===== src/shared/base_timer_pkg.sv =====
// Purpose: constants shared by the base timer design
// Assumes: 32-bit AXI4-Lite register access, word aligned
// Notes: offsets are byte addresses
package base_timer_pkg;
   // register offsets
   localparam logic [7:0] control_offset = 8'h00;
   localparam logic [7:0] compare_offset = 8'h04;
   localparam logic [7:0] count_offset = 8'h08;
   localparam logic [7:0] status_offset = 8'h0C;
   localparam logic [7:0] prescale_offset = 8'h10;
   // control field positions
   localparam int global_start_bit = 0;
   localparam int group_start_bit = 1;
   localparam int match_reset_bit = 2;
   localparam int pin_reset_enable_bit = 3;
   localparam int pin_select_bit = 4;
   localparam int mode_lo_bit = 5;
   localparam int mode_hi_bit = 6;
   // reset values
   localparam logic [31:0] control_reset = 32'h0000_0000;
   localparam logic [15:0] compare_reset = 16'hFFFF;
   localparam logic [15:0] count_reset = 16'h0000;
   localparam logic [15:0] prescale_reset = 16'h0000;
   // counter limits
   localparam logic [15:0] count_top = 16'hFFFF;
   localparam logic [15:0] count_bottom = 16'h0000;
   // turnaround delay after compare match, in counts
   localparam logic [1:0] match_turn_counts = 2'h2;
   // axi responses
   localparam logic [1:0] resp_okay = 2'h0;
   localparam logic [1:0] resp_slverr = 2'h2;
   // count mode encodings
   typedef enum logic [1:0] {
      mode_up = 2'b00,
      mode_up_down = 2'b01,
      mode_two_phase = 2'b10,
      mode_illegal = 2'b11
   } count_mode_type;
endpackage


===== src/design/base_timer_up_down_counter.sv =====
// Purpose: 16-bit base timer with up, up/down and two-phase counting
// Assumes: registers reached over AXI4-Lite; pins are asynchronous
// Notes: pins pass two flops before any logic reads them
// Functional notes
// - bits 6:5 select mode, 11 forbidden
// - either start bit set starts counting
// - up/down turns down at FFFFh
// - match reset: turn down two counts later
// - counting down turns up at 0000h
// - low on chosen interrupt pin resets counter
`timescale 1ns/1ps
module base_timer_up_down_counter
   import base_timer_pkg::*;
#(
   parameter int width = 16
) (
   input wire logic clock,
   input wire logic reset,
   input wire logic [7:0] s_axi_awaddr,
   input wire logic s_axi_awvalid,
   output logic s_axi_awready,
   input wire logic [31:0] s_axi_wdata,
   input wire logic [3:0] s_axi_wstrb,
   input wire logic s_axi_wvalid,
   output logic s_axi_wready,
   output logic [1:0] s_axi_bresp,
   output logic s_axi_bvalid,
   input wire logic s_axi_bready,
   input wire logic [7:0] s_axi_araddr,
   input wire logic s_axi_arvalid,
   output logic s_axi_arready,
   output logic [31:0] s_axi_rdata,
   output logic [1:0] s_axi_rresp,
   output logic s_axi_rvalid,
   input wire logic s_axi_rready,
   input wire logic ext_irq_pin_zero,
   input wire logic ext_irq_pin_one,
   input wire logic phase_a_pin,
   input wire logic phase_b_pin
);
   // ----------------------------------------
   // state
   // ----------------------------------------
   logic [31:0] control, next_control; // control bits
   logic [width-1:0] compare_reg_zero, next_compare; // compare register 0
   logic [width-1:0] prescale, next_prescale; // tick divider reload
   logic [width-1:0] count, next_count; // timer value
   logic [width-1:0] divider, next_divider; // tick divider
   logic down, next_down; // counting direction
   logic [1:0] after_match, next_after_match; // counts since compare match
   logic mode_error, next_mode_error; // sticky illegal mode flag
   // bus holding state
   logic aw_held, w_held, next_aw_held, next_w_held;
   logic [7:0] aw_addr, next_aw_addr;
   logic [31:0] w_data, next_w_data;
   logic [3:0] w_strb, next_w_strb;
   logic bvalid, next_bvalid;
   logic [1:0] bresp, next_bresp;
   logic rvalid, next_rvalid;
   logic [1:0] rresp, next_rresp;
   logic [31:0] rdata, next_rdata;
   // synchronisers: first stage read only by second
   logic [3:0] pin_meta, pin_sync, pin_last;

   // ----------------------------------------
   // helpers
   // ----------------------------------------
   // merge write data under byte strobes
   function automatic logic [31:0] merge(input logic [31:0] old, input logic [31:0] data,
                                         input logic [3:0] strb);
      logic [31:0] result;
      result = old;
      for (int i = 0; i < 4; i++) begin
         if (strb[i]) begin
            result[i*8 +: 8] = data[i*8 +: 8];
         end
      end
      return result;
   endfunction

   // decoded controls
   count_mode_type mode;
   logic started, pin_reset, tick, write_go, match_now;
   logic [1:0] phase_now, phase_old;
   assign mode = count_mode_type'({control[mode_hi_bit], control[mode_lo_bit]});
   assign started = control[global_start_bit] | control[group_start_bit];
   assign pin_reset = control[pin_reset_enable_bit] &
      ~(control[pin_select_bit] ? pin_sync[1] : pin_sync[0]);
   assign tick = (divider == '0);
   assign phase_now = pin_sync[3:2];
   assign phase_old = pin_last[3:2];
   assign match_now = (count == compare_reg_zero);
   assign write_go = aw_held & w_held & ~bvalid;

   // ----------------------------------------
   // pin synchronisers
   // ----------------------------------------
   // two flops, then a history stage for edge detection
   always_ff @(posedge clock or posedge reset) begin
      if (reset) begin
         pin_meta <= 4'hF;
         pin_sync <= 4'hF;
         pin_last <= 4'hF;
      end else begin
         pin_meta <= {phase_b_pin, phase_a_pin, ext_irq_pin_one, ext_irq_pin_zero};
         pin_sync <= pin_meta;
         pin_last <= pin_sync;
      end
   end

   // ----------------------------------------
   // counter next state
   // ----------------------------------------
   always_comb begin
      next_count = count;
      next_down = down;
      next_after_match = after_match;
      next_divider = divider;
      next_mode_error = mode_error | (mode == mode_illegal);
      if (started) begin
         next_divider = tick ? prescale : divider - 1'b1;
      end
      if (pin_reset) begin
         next_count = count_bottom;
         next_down = 1'b0;
         next_after_match = '0;
      end else if (started && mode == mode_two_phase) begin
         // quadrature: a leads b counts up
         if (phase_now[0] != phase_old[0]) begin
            if (phase_now[0] != phase_now[1]) begin
               next_count = count + 1'b1;
            end else begin
               next_count = count - 1'b1;
            end
         end
      end else if (started && tick && mode == mode_up) begin
         next_count = count + 1'b1;
      end else if (started && tick && mode == mode_up_down) begin
         if (down) begin
            if (count == count_bottom) begin
               next_down = 1'b0;
               next_count = count + 1'b1;
            end else begin
               next_count = count - 1'b1;
            end
         end else if (control[match_reset_bit] && (match_now || after_match != '0)) begin
            // two counts past match, then down
            if (after_match == match_turn_counts) begin
               next_down = 1'b1;
               next_after_match = '0;
               next_count = count - 1'b1;
            end else begin
               next_after_match = after_match + 1'b1;
               next_count = count + 1'b1;
            end
         end else if (count == count_top) begin
            next_down = 1'b1;
            next_count = count - 1'b1;
         end else begin
            next_count = count + 1'b1;
         end
      end
      // software write of the counter wins last
      if (write_go && aw_addr == count_offset) begin
         next_count = width'(merge(32'(count), w_data, w_strb));
      end
   end

   // ----------------------------------------
   // bus next state
   // ----------------------------------------
   always_comb begin
      next_aw_held = aw_held;
      next_w_held = w_held;
      next_aw_addr = aw_addr;
      next_w_data = w_data;
      next_w_strb = w_strb;
      next_bvalid = bvalid;
      next_bresp = bresp;
      next_rvalid = rvalid;
      next_rresp = rresp;
      next_rdata = rdata;
      next_control = control;
      next_compare = compare_reg_zero;
      next_prescale = prescale;
      if (s_axi_awvalid && s_axi_awready) begin
         next_aw_held = 1'b1;
         next_aw_addr = s_axi_awaddr;
      end
      if (s_axi_wvalid && s_axi_wready) begin
         next_w_held = 1'b1;
         next_w_data = s_axi_wdata;
         next_w_strb = s_axi_wstrb;
      end
      // write decode
      if (write_go) begin
         next_aw_held = 1'b0;
         next_w_held = 1'b0;
         next_bvalid = 1'b1;
         next_bresp = resp_okay;
         if (aw_addr == control_offset) begin
            next_control = merge(control, w_data, w_strb) & 32'h0000_007F;
         end else if (aw_addr == compare_offset) begin
            next_compare = width'(merge(32'(compare_reg_zero), w_data, w_strb));
         end else if (aw_addr == prescale_offset) begin
            next_prescale = width'(merge(32'(prescale), w_data, w_strb));
         end else if (aw_addr != count_offset && aw_addr != status_offset) begin
            // unmapped write is refused; the counter write is taken above
            next_bresp = resp_slverr;
         end
      end else if (bvalid && s_axi_bready) begin
         next_bvalid = 1'b0;
      end
      // read decode
      if (s_axi_arvalid && s_axi_arready) begin
         next_rvalid = 1'b1;
         next_rresp = resp_okay;
         next_rdata = 32'h0000_0000;
         if (s_axi_araddr == control_offset) begin
            next_rdata = control;
         end else if (s_axi_araddr == compare_offset) begin
            next_rdata = {16'h0000, compare_reg_zero};
         end else if (s_axi_araddr == count_offset) begin
            next_rdata = {16'h0000, count};
         end else if (s_axi_araddr == status_offset) begin
            next_rdata = {27'h0, mode_error, pin_reset, started, down, 1'b0};
         end else if (s_axi_araddr == prescale_offset) begin
            next_rdata = {16'h0000, prescale};
         end else begin
            next_rresp = resp_slverr;
         end
      end else if (rvalid && s_axi_rready) begin
         next_rvalid = 1'b0;
      end
   end

   // ----------------------------------------
   // registers
   // ----------------------------------------
   always_ff @(posedge clock or posedge reset) begin
      if (reset) begin
         control <= control_reset;
         compare_reg_zero <= compare_reset;
         prescale <= prescale_reset;
         count <= count_reset;
         divider <= prescale_reset;
         down <= 1'b0;
         after_match <= 2'h0;
         mode_error <= 1'b0;
         aw_held <= 1'b0;
         w_held <= 1'b0;
         aw_addr <= 8'h00;
         w_data <= 32'h0000_0000;
         w_strb <= 4'h0;
         bvalid <= 1'b0;
         bresp <= resp_okay;
         rvalid <= 1'b0;
         rresp <= resp_okay;
         rdata <= 32'h0000_0000;
      end else begin
         control <= next_control;
         compare_reg_zero <= next_compare;
         prescale <= next_prescale;
         count <= next_count;
         divider <= next_divider;
         down <= next_down;
         after_match <= next_after_match;
         mode_error <= next_mode_error;
         aw_held <= next_aw_held;
         w_held <= next_w_held;
         aw_addr <= next_aw_addr;
         w_data <= next_w_data;
         w_strb <= next_w_strb;
         bvalid <= next_bvalid;
         bresp <= next_bresp;
         rvalid <= next_rvalid;
         rresp <= next_rresp;
         rdata <= next_rdata;
      end
   end

   // handshake outputs
   assign s_axi_awready = ~aw_held;
   assign s_axi_wready = ~w_held;
   assign s_axi_arready = ~rvalid;
   assign s_axi_bvalid = bvalid;
   assign s_axi_bresp = bresp;
   assign s_axi_rvalid = rvalid;
   assign s_axi_rresp = rresp;
   assign s_axi_rdata = rdata;
endmodule


===== config.mk =====
export PLATFORM = sky130hd
export DESIGN_NAME = base_timer_up_down_counter
export DESIGN_NICKNAME = d
export VERILOG_FILES = /design/src/shared/base_timer_pkg.sv /design/src/design/base_timer_up_down_counter.sv
export SDC_FILE = /design/constraint.sdc
export NUM_CORES = 1
export LEC_CHECK = 0
export BUFFER_PORTS_ARGS = -buffer_cell sky130_fd_sc_hd__buf_2
export CAP_MARGIN = 10
export CORE_MARGIN = 3
export CORE_UTILIZATION = 40
export CTS_BUF_LIST = sky130_fd_sc_hd__clkbuf_2 sky130_fd_sc_hd__clkbuf_4 sky130_fd_sc_hd__clkbuf_8
export CTS_CLUSTER_DIAMETER = 60
export DETAILED_ROUTE_END_ITERATION = 8
export GPL_TIMING_DRIVEN = 0
export PLACE_DENSITY_LB_ADDON = 0.3
export SYNTH_ARGS = -nofsm -noshare
export SYNTH_HDL_FRONTEND = slang
export SYNTH_SLANG_ARGS = --single-unit

===== constraint.sdc =====
create_clock -name clock -period 4.6 [get_ports clock]
set_clock_uncertainty 0.15 [all_clocks]
set_input_delay 0 -clock clock [delete_from_list [all_inputs] [get_ports clock]]
set_output_delay 0 -clock clock [all_outputs]
set_load 0.005 [all_outputs]

==> impl_metrics.json <==
{
  "final_common_cell": "dfrtp_1",
  "critPathCaptureType": "flip-flop",
  "min_period_ns": 3.12,
  "synthToLayoutAreaGrowth_pct": 21.9,
  "track_usage": 0.196,
  "synth_top_area_cell": "dfrtp_1",
  "io_pins": 104,
  "route.detailed.drc": 0,
  "min_from": "phase_a_pin",
  "finalCritPeriodShare": 0.678,
  "synth_mux_area_frac": 0.128,
  "syn_inst": 661,
  "die_h_um": 138,
  "cts_sinks": 132,
  "cts-root-buf": "clkbuf_8",
  "place_congestion": 0.900,
  "ff2ff_setup_slack_ns": 1.48,
  "grt_antenna_before_repair": 0,
  "rsz0062_at_grt": "no",
  "syn-cell-area_um2": 6930,
  "worstPathArrival_ns": 3.30,
  "setup_viol": 0,
  "die_w_um": 138,
  "fill_cells": 1542,
  "synth_top_family_by_area": "simple AND/OR/NAND/NOR gates",
  "slew_headroom": 0.306,
  "outcome": "finished, final reports clean",
  "grt_pass1_wl_um": 28300,
  "layout_common_cells": "dfrtp_1 (107), buf_2 (73), mux2_2 (67)",
  "r2r_start": "aw_addr[1]",
  "final_cells": 1036,
  "rows": 47,
  "cts_tree": "yes",
  "ys_async_sr_fraction": 1.00,
  "drive_above_1_share": 0.304,
  "synth_top_area_frac": 0.386,
  "slew_viol_final": 0,
  "synth_seq_cells": 132,
  "dpl.hpwl_um": 12800,
  "vias_per_cell": 5.28,
  "worstMarginPinSlew_ns": 1.03,
  "synth-compound-area-share": 0.144,
  "cellLeakagePower_nw": 3.83,
  "clock.fmax_ghz": 0.321,
  "place.port_buffers": 66,
  "r2r_end": "count[1]",
  "multi_input_area_um2": 3240,
  "holdPathEnd": "pin_meta[2]",
  "fp.dieArea_um2": 19000,
  "yosys-top-cells-area": "dfrtp_1 (39%), mux2_2 (11%), dfstp_2 (9.5%), o21ai_0 (3.2%), nand2_1 (2.9%)",
  "cts_made_buffers": 17,
  "synthXorXnorAreaFrac": 0.0341,
  "crit_path_start_kind": "flip-flop",
  "vias": 5465,
  "synth_ff_type": "dfrtp_1",
  "ys_types": 71,
  "ant_nets": 0,
  "cp_max_fo": 10,
  "grt_max_degree": 80,
  "worstPathRequired_ns": 4.78,
  "cts_buffer_depth": 2,
  "grt_pass1_vias": 5295,
  "insertion_delay_ns": 0.46,
  "synth-edff-count": 0,
  "post_cts_resized": 0,
  "regArea_um2": 3330,
  "drt_iter0_markers": 395,
  "seq_area_frac_synth": 0.481,
  "wl_per_cell_um": 17.0,
  "yosys.area_share.adder": 0.00722,
  "hold_viol_final": 0,
  "syn_area_per_cell_um2": 10.5,
  "hold_depth": 2,
  "h-tree-depth": 4,
  "antennaDiodeCount": 0,
  "power_mw": 3.68,
  "path_clk_slew_ns": 0.08,
  "cap_violations": 0,
  "peakVddDrop_mv": 0.268,
  "dpl.cell_count": 965,
  "setup-tns-final_ns": 0,
  "worstHoldPathType": "primary input to flip-flop",
  "coreArea_um2": 16800,
  "criticalPathCategory": "flip-flop to flip-flop",
  "power_density_nw_per_um2": 435,
  "ys_warn_count": 0,
  "drt_pass1_iterations": 5,
  "nets": 870,
  "r2r_cells": 9,
  "wl_um": 17600,
  "grt.overflow.total": 0,
  "fin_util": 0.505,
  "initial_utilization": 0.414,
  "yosys.area_share.simple": 0.145
}
worst max-delay path, stage by stage, from the launching register on:
cell and delay (ns):
dfrtp_1 0.37, or4_1 0.51, clkbuf_1 0.16, nor4_2 0.86, nor2_2 0.15, o221ai_2 0.18, o21ai_2 0.14, buf_2 0.22
a221oi_2 0.19, a21oi_1 0.06
layout make-up:
class | count | share of cell area
clock inverter | 6 | 0.0107
clock buffer | 26 | 0.0401
sequential | 132 | 0.394
buffer | 55 | 0.0408
inverter | 21 | 0.00991
tap | 220 | 0.0326
timing repair buffer | 106 | 0.0885
multi-input combinational | 470 | 0.383
report_power, final:
group	internal [mW]	switching, mW	total (mW)
clock	0.589	0.451	1.04
sequential	1.43	0.301	1.74
combinational	0.452	0.454	0.906
synthesized netlist by cell type, types with 6 or more instances:
| cell type | instances |
|---|---|
| nor4_1 | 12 |
| buf_4 | 18 |
| dfrtp_1 | 107 |
| mux2i_1 | 13 |
| xnor2_1 | 8 |
| nand4_1 | 9 |
| a21oi_1 | 31 |
| nand2_1 | 54 |
| nor3_1 | 12 |
| a222oi_1 | 14 |
| o21ai_0 | 44 |
| nand3_1 | 16 |
| o2bb2ai_1 | 6 |
| mux2_2 | 67 |
| clkbuf_1 | 22 |
| nor2_1 | 44 |
| xor2_1 | 19 |
| a22oi_1 | 6 |
| buf_2 | 7 |
| dfstp_2 | 25 |
| inv_1 | 21 |
kinds of logic (layout without fill, tap and decap cells):
group	after synthesis	in the layout
AND/OR/NAND/NOR	194	194
AO/OA/AOI/OAI	147	147
multiplexers	80	80
buffers and inverters	76	214
adder cells (fa/ha/maj)	4	4
other	1	18
XOR/XNOR	27	27
flip-flops	132	132
through the flow:
stage          hold slack (ns)  setup WS (ns)  instance area [µm²]
6_report                0.0322           1.48                 8460
5_1_grt                 0.0304           1.22                 8460
4_1_cts                0.00572           1.46                 8460
3_5_place_dp           -0.0669           1.50                 7640
3_3_place_gp           -0.0452         -0.666                 7600
2_1_floorplan           -0.146          0.965                 7000
repair_timing:
action | 4_1_cts | 5_1_grt
hold buffers | 39 | 0
setup buffers | 0 | 0
endpoints found under the hold margin | 160 | 0
sequential cells by signal, indices dropped and copies added (netlist names), 4 cells and up:
register / flops
aw_addr: 8
compare_reg_zero: 16
control: 7
count: 16
divider: 16
pin_meta: 4
pin_sync: 4
prescale: 16
s_axi_rdata: 16
w_data: 16
worst max path at each step:
stage,to,startpoint,slack [ns]
final,count[1],aw_addr[1],1.48
after global routing,count[6],divider[6],1.22
after CTS,count[1],aw_addr[1],1.46
after detailed placement,count[5],aw_addr[1],1.50
after global placement,s_axi_rdata[14],reset,-0.67
after floorplan,after_match[0],reset,0.97
metal layers:
| layer | GRT usage | share of wire | wire [µm] |
|---|---|---|---|
| met5 | 0 | 0 | 0 |
| met4 | 0.0665 | 0.017 | 291 |
| met3 | 0.0365 | 0.046 | 815 |
| met2 | 0.316 | 0.47 | 8300 |
| met1 | 0.266 | 0.46 | 8170 |
Note: power is estimated with default switching activity, not from simulation.
